$ cat config.mk
export PLATFORM = sky130hd
export DESIGN_NAME = bru_byte_rotate_unit
export DESIGN_NICKNAME = d
export VERILOG_FILES = /design/src/bru_pkg.sv /design/src/bru_byte_rotate_unit.sv
export SDC_FILE = /design/constraint.sdc
export NUM_CORES = 1
export LEC_CHECK = 0
export ABC_AREA = 1
export ABC_CLOCK_PERIOD_IN_PS = 800
export BUFFER_PORTS_ARGS = -buffer_cell sky130_fd_sc_hd__buf_2
export CAP_MARGIN = 10
export CORE_UTILIZATION = 45
export DETAILED_ROUTE_END_ITERATION = 6
export PLACE_DENSITY = 0.84
export SKIP_CTS_REPAIR_TIMING = 1
export SLEW_MARGIN = 20
export SYNTH_ARGS = -nofsm -noshare
export SYNTH_HDL_FRONTEND = slang
export SYNTH_SLANG_ARGS = --single-unit
$ cat constraint.sdc
create_clock -name clk -period 0.8 [get_ports clk]
set_input_delay 0.08 -clock clk [delete_from_list [all_inputs] [get_ports clk]]
set_output_delay 0.08 -clock clk [all_outputs]
set_load 0.02 [all_outputs]
$ cat src/bru_pkg.sv
// byte rotate unit: shared constants and operation encoding
// assumes a decoder that issues one operation per start pulse
// ==========================================================
// How it works
// RULE_01: left rotate, bit 7 wraps to bit 0, result to working register only.
// RULE_02: left through carry, old carry into bit 0, bit 7 to carry, back to memory.
// RULE_03: left through carry to working register, carry from bit 7, memory kept.
// RULE_04: right rotate, bit 0 wraps to bit 7, back to memory, no flag.
// RULE_05: right rotate to working register, memory and flags unchanged.
// RULE_06: right through carry, old carry into bit 7, bit 0 to carry, to memory.
package bru_pkg;
   localparam int BRU_WIDTH = 8;
   localparam int BRU_MSB = 7;
   localparam int BRU_LSB = 0;
   localparam logic [7:0] BRU_WORK_RST = 8'h00;
   localparam logic BRU_CARRY_RST = 1'b0;

   // operation codes issued by the decoder
   typedef enum logic [2:0]
   {
      BRU_ROT_LEFT_TO_WORK = 3'h0,
      BRU_ROT_LEFT_VIA_CY_INPLACE = 3'h1,
      BRU_ROT_LEFT_VIA_CY_TO_WORK = 3'h2,
      BRU_ROT_RIGHT_INPLACE = 3'h3,
      BRU_ROT_RIGHT_TO_WORK = 3'h4,
      BRU_ROT_RIGHT_VIA_CY_INPLACE = 3'h5
   } bru_op_type;
endpackage

$ cat src/bru_byte_rotate_unit.sv
// byte rotate unit: single-position rotates of a memory operand
// results land one cycle after the taking edge; write-back is a strobe to memory
// assumes operand, op and start are synchronous to clk and valid together
// assumes the memory side applies a write on the edge after mem_we_ff rises
// assumes resetn may fall at any time; its release is retimed inside
`timescale 1ns/1ps
module bru_byte_rotate_unit
   import bru_pkg::*;
(
   input wire logic clk,
   input wire logic resetn,
   input wire logic start,
   input wire bru_op_type op,
   input wire logic [7:0] mem_operand,
   output logic [7:0] work_reg_ff,
   output logic carry_ff,
   output logic [7:0] mem_wdata_ff,
   output logic mem_we_ff,
   output logic done_ff
);
   // ==========================================================
   // reset release
   logic rst_meta_ff;
   logic rst_n_ff;

   // two-stage release so internal state leaves reset cleanly
   always_ff @(posedge clk or negedge resetn)
   begin
      if (!resetn)
      begin
         rst_meta_ff <= 1'b0;
         rst_n_ff <= 1'b0;
      end
      else
      begin
         rst_meta_ff <= 1'b1;
         rst_n_ff <= rst_meta_ff;
      end
   end

   // ==========================================================
   // operand shifters
   // one-place left shift, fill bit enters at the low end
   function automatic logic [7:0] shift_in_low(
      input logic [7:0] val,
      input logic fill
   );
      shift_in_low = {val[BRU_MSB-1:0], fill};
   endfunction

   // one-place right shift, fill bit enters at the high end
   function automatic logic [7:0] shift_in_high(
      input logic [7:0] val,
      input logic fill
   );
      shift_in_high = {fill, val[BRU_MSB:BRU_LSB+1]};
   endfunction

   // ==========================================================
   // rotate datapath
   // the operand is read as it stands at the taking edge; a write-back
   // launched by the previous op lands on that same edge, so a back-to-back
   // op on the same byte sees the old value and the decoder must space them
   logic [7:0] nxt_result;
   logic nxt_carry;
   logic to_work;

   // combinational result; carry kept unless a through-carry op
   always_comb
   begin
      nxt_result = mem_operand;
      nxt_carry = carry_ff;
      to_work = 1'b0;
      case (op)
         BRU_ROT_LEFT_TO_WORK:
         begin
            nxt_result = shift_in_low(mem_operand, mem_operand[BRU_MSB]); // [RULE_01]
            to_work = 1'b1;
         end
         BRU_ROT_LEFT_VIA_CY_INPLACE:
         begin
            nxt_result = shift_in_low(mem_operand, carry_ff); // [RULE_02]
            nxt_carry = mem_operand[BRU_MSB]; // [RULE_02]
         end
         BRU_ROT_LEFT_VIA_CY_TO_WORK:
         begin
            nxt_result = shift_in_low(mem_operand, carry_ff); // [RULE_03]
            nxt_carry = mem_operand[BRU_MSB]; // [RULE_03]
            to_work = 1'b1;
         end
         BRU_ROT_RIGHT_INPLACE:
         begin
            nxt_result = shift_in_high(mem_operand, mem_operand[BRU_LSB]); // [RULE_04]
         end
         BRU_ROT_RIGHT_TO_WORK:
         begin
            nxt_result = shift_in_high(mem_operand, mem_operand[BRU_LSB]); // [RULE_05]
            to_work = 1'b1;
         end
         BRU_ROT_RIGHT_VIA_CY_INPLACE:
         begin
            nxt_result = shift_in_high(mem_operand, carry_ff); // [RULE_06]
            nxt_carry = mem_operand[BRU_LSB]; // [RULE_06]
         end
         default:
         begin
            // unused codes do nothing visible
            nxt_result = mem_operand;
         end
      endcase
   end

   // ==========================================================
   // operation qualify
   // codes 6 and 7 are refused outright: no done, no write, no flag change
   logic valid_op;
   logic take_op;
   logic write_back;

   assign valid_op = (op <= BRU_ROT_RIGHT_VIA_CY_INPLACE);
   // an op is taken on any edge that sees start with a known code
   assign take_op = start && valid_op;
   // in-place ops return the result to the byte they read
   assign write_back = take_op && !to_work;

   // ==========================================================
   // result registers
   // working register: written only by to-work ops
   always_ff @(posedge clk or negedge rst_n_ff)
   begin
      if (!rst_n_ff)
         work_reg_ff <= BRU_WORK_RST;
      else if (start && valid_op && to_work)
         work_reg_ff <= nxt_result; // [RULE_01] [RULE_03] [RULE_05]
   end

   // carry flag: non-carry ops leave it as it was
   always_ff @(posedge clk or negedge rst_n_ff)
   begin
      if (!rst_n_ff)
         carry_ff <= BRU_CARRY_RST;
      else if (start && valid_op)
         carry_ff <= nxt_carry;
   end

   // ==========================================================
   // memory write path
   // write strobe: one-cycle pulse for in-place ops only
   always_ff @(posedge clk or negedge rst_n_ff)
   begin
      if (!rst_n_ff)
         mem_we_ff <= 1'b0;
      else
         mem_we_ff <= write_back; // [RULE_02] [RULE_04] [RULE_06]
   end

   // write data: held between write-backs so a slow memory side may latch late
   always_ff @(posedge clk or negedge rst_n_ff)
   begin
      if (!rst_n_ff)
         mem_wdata_ff <= 8'h00;
      else if (write_back)
         mem_wdata_ff <= nxt_result; // [RULE_02] [RULE_04] [RULE_06]
   end

   // completion pulse, one cycle after start
   always_ff @(posedge clk or negedge rst_n_ff)
   begin
      if (!rst_n_ff)
         done_ff <= 1'b0;
      else
         done_ff <= start && valid_op;
   end
endmodule

# Yosys cells after proc, flatten, opt, wreduce, memory -nomap -nowiden
# Cells that the tools add are included.
[word_totals] out_inout_bits=19 inputBits=14 reg_bits=21 wordCells=26
[classes] eq_ne=5 n_reduce_logical=10 n_lt_le_gt_ge=1 n_mux=3
[op_table] op="$pmux 8 s4" n=1
[op_table] op="$eq 3x2->1 const B" n=2
[op_table] op="$eq 3x3->1 const B" n=2
[op_table] op="$reduce_or 2->1" n=2
[op_table] op="$eq 3x1->1 const B" n=1
[op_table] op="$le 3x3->1 const B" n=1
[op_table] op="$logic_and 1x1->1" n=3
[op_table] op="$logic_not 3->1" n=1
[op_table] op="$reduce_or 3->1" n=1
[op_table] op="$pmux 1 s2" n=1
[op_table] op="$reduce_and 2->1" n=1
[op_table] op="$reduce_bool 2->1" n=1
[op_table] op="$logic_not 1->1" n=1
[op_table] op="$mux 1" n=1

# Longest topological paths before layout
# Gate-level depths: netlist of run 1.
[depth] word_depth=5 depth_mapped=7 ltp_nobuf=7

# Worst setup path before layout of run 1
# OpenSTA, ideal clock, no wires.
[synth_path] path_type="register to register" from="register carry_ff" to="register work_reg_ff[7]" synth_period_minus_slack_ps=934 t_required_ps=684 stages_incl_launch_ff=7 slack_ps=-134 t_arrival_ps=818 path_buffers=0 setup_ps=116 path_cell_list="dfrtp_1 nand4_1 nand2_1 inv_1 nand3_1 nand2_1 nand2_1"
[synth_via] elab_chain_cells=1
[synth_rtl] item="start, declared" line_no="bru_byte_rotate_unit.sv:16" rtl="output logic carry_ff,"
[synth_rtl] item="start signal, assigned" line_no="bru_byte_rotate_unit.sv:143" rtl="carry_ff <= nxt_carry;"
[synth_rtl] item="$pmux 8 s4" line_no="bru_byte_rotate_unit.sv:74" rtl="case (op)"
[synth_rtl] item="end signal, assigned" line_no="bru_byte_rotate_unit.sv:134" rtl="work_reg_ff <= nxt_result;"
[synth_rtl] item="end, declared" line_no="bru_byte_rotate_unit.sv:15" rtl="output logic [7:0] work_reg_ff,"
# Every way passes these cells.
# A chain may end at the register's enable or synchronous reset.

# Worst setup path after layout of run 1
[layout_path] from="register carry_ff" to="output port carry_ff"
# No word-level cell between the ends.

==> summary.md, run 1 <==
| Metric | Value |
|---|---|
| # setup viols final | 23 |
| Critical path peak fanout | 4 |
| Clk_skew | 1.923 ps |
| FMAX | 1.009 GHz |
| First-pass GRT wire length | about 3900 um |
| Avg Cell Area, Syn | 7.601 um2 |
| Total number of vias | 1112 |
| Top delay family on crit path | flip-flops |
| Share of cells above drive strength 1 | 35.98% |
| Yosys warns | 0 |
| Die width | 49.58 um |
| Critical path, cell by cell | buf_6 |
| Crit path kind | reg2out |
| DP Cell Count | 202 |
| Register bit total from synthesis | 21 |
| Critical Path Max Stage Delay | 460 ps |
| Sequential share of power | 44.5% |
| Post-synthesis cell type count | 15 |
| Largest cells by area after synthesis | dfrtp_1, nand2_1, nand3_1, inv_1, nand2_4 |
| Drt wl/cell | 12.84 um |
| Max-cap violations | 0 |
| Port bufs | 32 |
| Post-synthesis mux area share | 0% |
| Post-detailed-route count of antenna-violating nets | 0 |
| Largest area contributor in the netlist | dfrtp_1 |
| CP Launch Point | carry_ff |
| Final wirelength | 2773 um |
| Mapped Cells | roughly 130 |
| Num Clock Sinks | 21 |
| R2R Path Start | carry_ff |
| Status | finished with violations |
| Crit. End Element | output port |
| Hold_ws | 110.1 ps |
| Number of CTS-inserted buffers | 3 |
| Final hold vios | 0 |
| Place WS | -299.1 ps |
| GP Congestion | 0.8849 |
| First-iteration detailed-routing DRC count | 65 |
| Initial antenna violation count | 0 |
| Post-synth net total | 148 |
| TritonCTS clock tree | built |
| Synth top area share | 51.60% |
| Total GRT Usage | 20.88% |
| Worst-path clk slew | 120 ps |
| Adder-cell share of the synthesized area | 0% |
| Register area share after synthesis | 51.60% |
| Largest net degree at the start of global routing | 20 |
| Vias in the first global route | about 940 |
| Max rail drop VDD | between 1500 and 2000 uV |
| I/O pins | 33 |
| Comb pwr share | 38.1% |
| CP Buf/Inv Count | 1 |
| Initial Util | 49.88% |
| Core area | 2042 um2 |
| RSZ-0062 raised after global routing | true |
| Combinational family with the most area after synthesis | simple AND/OR/NAND/NOR gates |
| Int Power | 1.992 mW |
| Max Slew Vio Count | 0 |
| R2R setup slack | -140 ps |
| FP Rows | 16 |
| Power, Total | 3.040 mW |
| Fillcell total | 150 |
| Clk_lat worst skew | 310 ps |
| H-tree levels | 1 |
| P per Cell Area | 1972 nW/um2 |
| Fin crit share | 123.9% |
| Post-route insts no fill | 216 |
| Hold WC Path Type | in2async |
| Area grow syn2layout | 51.35% |
| Die height | 49.58 um |
| Dpl hpwl | roughly 1800 um |
| Final nets | 204 |
| Net Switching | 1.048 mW |
| Slowest CP cell | dfrtp_2 |
| Failing checks | negative setup slack |
| Die area | 2458 um2 |
| Final Worst Setup Slack | -191.3 ps |
| CTS max path bufs | 2 |
| GR Overflow Total | 0 |
| Critical Path RT | between 700 and 800 ps |
| Leakage | 0.8686 nW |
| Synth Area in Compound Gates | under 10% |
| Critical path arrival | approximately 910 ps |
| Xor/xnor share of the synthesized area | 0% |
| Net Sw Frac | 34.47% |
| CTS root buffer | clkbuf_4 |
| Clock power frac | 17.4% |
| Cell Area, Synth | 1018 um2 |
| N_diodes | 0 |
| Min Clock Period, post-route | 991.3 ps |
| Vias/cell | 5.148 |
| Simple-Gate Fraction of Synth Area | between 40% and 50% |
| Residual DRC | 0 |
| Drt pass-1 iters | 4 |
| Crit start category | register |
flip-flops by register name, indices dropped and copies added, names as in the netlist:
name          flops
mem_we_ff         1
mem_wdata_ff      8
rst_meta_ff       1
carry_ff          1
done_ff           1
work_reg_ff       8
rst_n_ff          1
per-layer routing:
metal / GRT usage [%] / share of wire (%) / up-vias / wire length (um)
met3: 3.086 / 7.9 / 10 / 220
li1: - / - / 528 / -
met1: 27.31 / 40 / 512 / 1108
met5: 0 / 0 / - / 0
met4: 10.00 / 3.5 / 0 / 96
met2: 33.78 / 49 / 62 / 1347
area by class of cell:
| class | count | area, um2 | share of cell area (%) |
|---|---|---|---|
| multi-input cells | 101 | 467.9 | 30.36 |
| clock inverters | 1 | 5.005 | 0.3247 |
| well taps | 27 | 33.78 | 2.192 |
| inverters | 11 | 41.29 | 2.679 |
| repair buffers | 52 | 444.2 | 28.81 |
| clock buffers | 3 | 22.52 | 1.461 |
| flip-flops and latches | 21 | 526.8 | 34.17 |
synthesized netlist by cell type, drive strengths merged:
cell     n
nor2     4
nand4    2
conb     1
o21ai    2
dfrtp   21
nand2   71
a21oi    1
buf      1
inv     11
nand3   19
o211ai   1
through the flow:
stage	utilization (%)	instance area [um2]	TNS, ps
global route	75.49	1541	-3960
CTS	64.77	1323	-3216
global placement	63.42	1295	-3260
floorplan	-	1025	-310.9
finish	75.49	1541	-3160
detailed placement	63.42	1295	-4286
worst paths after layout:
check                      depth (start not counted)         endpoint
min in group clk                                   5   work_reg_ff[0]
max in group asynchronous                          1         carry_ff
hold / removal                                     2         rst_n_ff
hold reg to reg                                    1  mem_wdata_ff[2]
setup / recovery                                   1         carry_ff
setup reg to reg                                   6  mem_wdata_ff[7]
cells in the final DEF (no fill, tap or decap), drive strengths merged:
cell type    netlist  routed
conb               1       1
a21oi              1       1
nand4              2       2
inv               11      11
o211ai             1       1
dlygate4sd3        0       1
clkbuf             0       3
o21ai              2       2
buf                1      51
nor2               4       4
dfrtp             21      21
nand2             71      71
clkinv             0       1
nand3             19      19
power groups by stage:
stage                     Sequential [mW]  Combinational [mW]  Clock, mW
final                                1.35                1.16      0.529
after global routing                 1.37                1.24      0.583
after CTS                            1.31               0.835      0.522
after detailed placement             1.33               0.828          0
after global placement               1.32               0.808          0
after floorplan                      1.55               0.280          0
cell families (layout without fill, tap and decap cells):
group / after synthesis / count (layout)
other cells: 1 / 1
compound gates: 4 / 4
buf+inv: 12 / 67
simple gates: 96 / 96
flops: 21 / 21
Note: power is estimated with default switching activity, not from simulation.
==> inputs of run 2 (changes only) <==
Settings changed: PLACE_DENSITY 0.84 to 0.7.
==> run 2 against run 1 <==
Against the previous run: the flow still finishes with violations (negative setup slack); setup slack got worse by 77 ps; fmax shrank 7.2%; critical path depth rose by 1; clock skew rose by 1.7 ps; sequential share of layout area fell by 0.083 points; sequential power is essentially flat; worst hold slack worse by 37 ps; sequential cell count unchanged; critical endpoint unchanged.
==> summary.md, run 2 (synthesis results as in run 1) <==
| Metric | Value |
|---|---|
| Status | finished with violations |
| Failing checks | negative setup slack |
| FP Rows | 16 (unchanged) |
| First-pass GRT wire length | 3988 um (+1.2%) |
| Final instance area | 1545 um2 (+0.24%) |
| Net Switching | 1.033 mW (-1.4%) |
| Final wirelength | 2614 um (-5.7%) |
| GR Overflow Total | 0 (unchanged) |
| CP most frequent cell | buf_6 |
| Fillcell total | 147 (-2.0%) |
| Drt wl/cell | 11.99 um (-6.6%) |
| Total GRT Usage | 21.15% (+0.27 points) |
| FMAX | 0.9357 GHz (-7.2%) |
| First-iteration detailed-routing DRC count | 52 (-20%) |
| Crit start category | register |
| Critical Path Max Stage Delay | 440 ps (-20 ps) |
| Core area | 2042 um2 (unchanged) |
| Critical path peak fanout | 3 (-1) |
| Most frequent cells in the layout | nand2_1, dfrtp_1, buf_6, buf_4, nand3_1 |
| Leakage | 0.8752 nW (+0.76%) |
| Post-route insts no fill | 218 (+0.93%) |
| Clk_skew | 3.598 ps (+1.675 ps) |
| Place WS | -225.6 ps (+73.52 ps) |
| RSZ-0062 raised after global routing | true |
| Net Sw Frac | 33.92% (-0.55 points) |
| Area grow syn2layout | 51.72% |
| Number of CTS-inserted buffers | 3 (unchanged) |
| Share of cells above drive strength 1 | 36.13% (+0.15 points) |
| Clock power frac | 17.0% (-0.4 points) |
| Top delay family on crit path | flip-flops |
| H-tree levels | 1 (unchanged) |
| Int Power | 2.013 mW (+1.1%) |
| Critical path arrival | 990 ps (+80 ps) |
| Fin crit share | 133.6% (+9.7 points) |
| Die area | 2458 um2 (unchanged) |
| Critical path, cell by cell | buf_6 > buf_6 |
| TritonCTS clock tree | built |
| CTS root buffer | clkbuf_4 |
| Max-cap violations | 0 (unchanged) |
| Final nets | 206 (+0.98%) |
| Largest net degree at the start of global routing | 20 (unchanged) |
| Dpl hpwl | 1767 um (-3.3%) |
| Die width | 49.58 um (unchanged) |
| R2R cell count | 6 (unchanged) |
| Initial Util | 49.88% (unchanged) |
| Vias in the first global route | 942 (+0.43%) |
| Critical Path RT | 720 ps (about the same) |
| CTS max path bufs | 2 (unchanged) |
| Residual DRC | 0 (unchanged) |
| Final hold vios | 0 (unchanged) |
| DP Cell Count | 203 (+0.50%) |
| Max Slew Vio Count | 0 (unchanged) |
| # setup viols final | 23 (unchanged) |
| I/O pins | 33 (unchanged) |
| Num Clock Sinks | 21 (unchanged) |
| Min Clock Period, post-route | 1069 ps (+77.37 ps) |
| Final Worst Setup Slack | -268.7 ps (-77.37 ps) |
| Post-detailed-route count of antenna-violating nets | 0 (unchanged) |
| R2R setup slack | -150 ps (about the same) |
| Max rail drop VDD | 1587 uV (+2.0%) |
| Setup TNS Final | -3113 ps (+46.61 ps) |
| Vias/cell | 5.023 (-2.4%) |
| Initial antenna violation count | 0 (unchanged) |
| Sequential share of power | 44.2% (-0.3 points) |
| Clk_lat worst skew | 310 ps (about the same) |
| Hold WC Path Type | in2async |
| Reg2reg end | mem_wdata_ff[7] |
| P per Cell Area | 1971 nW/um2 (about the same) |
| Die height | 49.58 um (unchanged) |
| R2R Path Start | carry_ff |
| Post-DP Area | 1290 um2 (-0.39%) |
| GP Congestion | 0.8352 (-5.6%) |
| Biggest regs | mem_wdata_ff (8), work_reg_ff (8) |
| Comb pwr share | 38.8% (+0.7 points) |
| Utilization after layout | 75.67% (+0.18 points) |
| Slowest CP cell | dfrtp_2 |
| Most common cell after layout, fill and taps aside | nand2_1 |
| N_diodes | 0 (unchanged) |
| CP Buf/Inv Count | 2 (+1) |
| Drt pass-1 iters | 4 (unchanged) |
| Total number of vias | 1095 (-1.5%) |
| Worst-path clk slew | 120 ps (about the same) |
| Port bufs | 32 (unchanged) |
| Crit path kind | reg2out |
| Crit. End Element | output port |
run 2: cell types whose count changed in the layout (fill, tap and decap cells not counted):
cell	previous run	this run
buf_6	19	20
nand2_1	68	69
buf_12	1	0
nand2_2	1	0
buf_4	18	20
run 2: layout make-up:
| type | instances | area [um2] | share of cell area (%) |
|---|---|---|---|
| Clock inverter | 1 | 5.005 | 0.3239 |
| Tap cell | 27 | 33.78 | 2.186 |
| Clock buffer | 3 | 22.52 | 1.457 |
| Multi-Input combinational cell | 101 | 465.4 | 30.12 |
| Sequential cell | 21 | 526.8 | 34.09 |
| Inverter | 11 | 41.29 | 2.672 |
| Timing Repair Buffer | 54 | 450.4 | 29.15 |
run 2: power by group through the flow:
stage          logic (mW)  registers [mW]  clock network (mW)
2_1_floorplan       0.280            1.55                   0
3_3_place_gp        0.821            1.32                   0
3_5_place_dp        0.832            1.33                   0
4_1_cts             0.834            1.31               0.525
5_1_grt              1.27            1.37               0.573
6_report             1.18            1.35               0.518
run 2: how the worst max path moves through the flow:
stage | end | cells after the start | from | slack [ps]
floorplan | mem_wdata_ff[7] | 6 | carry_ff | -100
global placement | work_reg_ff[3] | 8 | op[1] | -180
detailed placement | work_reg_ff[1] | 7 | op[1] | -230
CTS | carry_ff | 2 | carry_ff | -310
global route | carry_ff | 2 | carry_ff | -300
finish | carry_ff | 2 | carry_ff | -270
run 2: layer usage:
layer | up-vias | wire length [um] | global-route usage [%]
li1 | 537 | - | -
met3 | 3 | 177 | 3.704
met2 | 54 | 1200 | 31.53
met5 | - | 0 | 0
met1 | 501 | 1214 | 29.78
met4 | 0 | 21 | 9.524
run 2: stage by stage:
stage	total power, mW	hold slack, ps
global route	3.213	88.44
floorplan	1.826	-215.6
finish	3.046	72.94
detailed placement	2.158	-133.2
CTS	2.667	-475.3
global placement	2.145	-133.7
==> inputs of run 3 (changes only) <==
Settings changed: RECOVER_POWER set to 25.
==> run 3 against run 2 <==
Against the previous run: the run still ends with negative setup slack left; critical path depth is the same; setup slack worse by 3.1 ps; power hardly changed; non-clock buffer count unchanged; sequential share of layout area up 0.25 points; wire length barely moved; sequential power is essentially flat; largest cell class unchanged; final area down 0.73%; clock skew decreased by 1.9 ps.
==> summary.md, run 3 (synthesis results as in run 1) <==
| Metric | Value |
|---|---|
| Status | finished with violations |
| Failing checks | negative setup slack |
| Final nets | 206 (unchanged) |
| I/O pins | 33 (unchanged) |
| Place WS | -225.6 ps (unchanged) |
| Biggest regs | mem_wdata_ff (8), work_reg_ff (8) |
| Initial Util | 49.88% (unchanged) |
| First-iteration detailed-routing DRC count | 46 (-12%) |
| Final hold vios | 0 (unchanged) |
| Dpl hpwl | 1767 um (unchanged) |
| Max rail drop VDD | 1580 uV (-0.39%) |
| Post-detailed-route count of antenna-violating nets | 0 (unchanged) |
| Critical Path RT | 720 ps (about the same) |
| Worst-path clk slew | 120 ps (about the same) |
| Num Clock Sinks | 21 (unchanged) |
| Drt wl/cell | 12.00 um (about the same) |
| CTS root buffer | clkbuf_4 |
| Core area | 2042 um2 (unchanged) |
| FMAX | 0.9331 GHz (-0.29%) |
| GRT Max-Usage Layer | met2 |
| Total GRT Usage | 21.15% (unchanged) |
| M2 GR Usage | 31.53% (unchanged) |
| Vias in the first global route | 942 (unchanged) |
| Critical path peak fanout | 3 (unchanged) |
| # setup viols final | 23 (unchanged) |
| Largest net degree at the start of global routing | 20 (unchanged) |
| Number of CTS-inserted buffers | 3 (unchanged) |
| CP Buf/Inv Count | 2 (unchanged) |
| Net Switching | 1.035 mW (+0.15%) |
| Min Clock Period, post-route | 1072 ps (+3.063 ps) |
| N_diodes | 0 (unchanged) |
| DP Cell Count | 203 (unchanged) |
| Fin crit share | 134.0% (+0.38 points) |
| Global-route track usage on met1 | 29.78% (unchanged) |
| Crit. End Element | output port |
| Max Slew Vio Count | 0 (unchanged) |
| Top delay family on crit path | flip-flops |
| Post-route insts no fill | 218 (unchanged) |
| Clock power frac | 17.1% (about the same) |
| CP most frequent cell | buf_6 |
| Critical path arrival | 990 ps (about the same) |
| Crit start category | register |
| CTS max path bufs | 2 (unchanged) |
| Final Worst Setup Slack | -271.7 ps (-3.063 ps) |
| RSZ-0062 raised after global routing | true |
| Drt pass-1 iters | 4 (unchanged) |
| Comb pwr share | 38.6% (-0.2 points) |
| Die area | 2458 um2 (unchanged) |
| Sequential share of power | 44.3% (about the same) |
| Power, Total | 3.043 mW (about the same) |
| Critical Path Max Stage Delay | 450 ps (about the same) |
| Hold_ws | 71.42 ps (-1.518 ps) |
| GR Overflow Total | 0 (unchanged) |
| TritonCTS clock tree | built |
| Port bufs | 32 (unchanged) |
| M3 GR Usage | 3.704% (unchanged) |
| Final wirelength | 2616 um (about the same) |
| Die height | 49.58 um (unchanged) |
| Area grow syn2layout | 50.61% |
| Share of cells above drive strength 1 | 35.08% (-1.0 points) |
| Vias/cell | 4.972 (-1.0%) |
| Clk_skew | 1.677 ps (-1.921 ps) |
| Initial antenna violation count | 0 (unchanged) |
| Residual DRC | 0 (unchanged) |
| FP Rows | 16 (unchanged) |
| P per Cell Area | 1984 nW/um2 (+0.65%) |
| Crit path kind | reg2out |
| Slowest CP cell | dfrtp_2 |
| First-pass GRT wire length | 3988 um (unchanged) |
| Most common cell after layout, fill and taps aside | nand2_1 |
| GP Congestion | 0.8352 (unchanged) |
| H-tree levels | 1 (unchanged) |
| Most frequent cells in the layout | nand2_1, dfrtp_1, buf_6 |
| Max-cap violations | 0 (unchanged) |
| Hold WC Path Type | in2async |
| Critical path, cell by cell | buf_6 > buf_6 |
| Total number of vias | 1084 (-1.0%) |
| Int Power | 2.009 mW (-0.21%) |
| Clk_lat worst skew | 310 ps (about the same) |
| Net Sw Frac | 34.00% (+0.080 points) |
| Die width | 49.58 um (unchanged) |
| Leakage | 0.8668 nW (-0.96%) |
## run 3: cell types whose count changed in the layout (fill, tap and decap cells not counted), sizes merged
cell    change
buf         -2
clkbuf      +2
## run 3: layout make-up
class | instances | area [um2]
Sequential cell | 21 | 526.8
Fill cell | 151 | 508.0
Clock inverter | 1 | 5.005
Inverter | 11 | 41.29
Timing Repair Buffer | 54 | 446.7
Tap cell | 27 | 33.78
Multi-Input combinational cell | 101 | 457.9
Clock buffer | 3 | 22.52
## run 3: final timing paths
check,start,to,slack (ps),depth (start not counted)
max in group asynchronous,rst_n_ff,carry_ff,190,1
worst max-delay path,carry_ff,carry_ff,-270,2
worst max register to register,carry_ff,mem_wdata_ff[7],-160,6
worst min register to register,rst_n_ff,work_reg_ff[2],270,1
min in group clk,start,done_ff,80,3
worst min-delay path,resetn,rst_meta_ff,70,2
## run 3: worst reg2reg max path: cells and delay by family, from the launching register on
family / cells / cell delay, ps
simple gates: 5 / 340
flops: 1 / 450
buf+inv: 1 / 80
## run 3: stage by stage
stage	utilization (%)	TNS (ps)	area [um2]
after floorplan	-	-310.9	1025
after global placement	63.17	-2875	1290
after detailed placement	63.17	-3349	1290
after CTS	64.52	-3267	1318
after global routing	75.12	-4178	1534
final	75.12	-3148	1534
## run 3: layer usage
layer  part of all wire, %  wire length (um)
met3                   6.5               170
met4                   1.3                34
met2                    45              1180
met1                    47              1231
met5                     0                 0
## run 3: power by group through the flow
stage / Combinational [mW] / Clock [mW] / Sequential, mW
2_1_floorplan: 0.280 / 0 / 1.55
3_3_place_gp: 0.821 / 0 / 1.32
3_5_place_dp: 0.832 / 0 / 1.33
4_1_cts: 0.834 / 0.525 / 1.31
5_1_grt: 1.27 / 0.573 / 1.37
6_report: 1.17 / 0.521 / 1.35
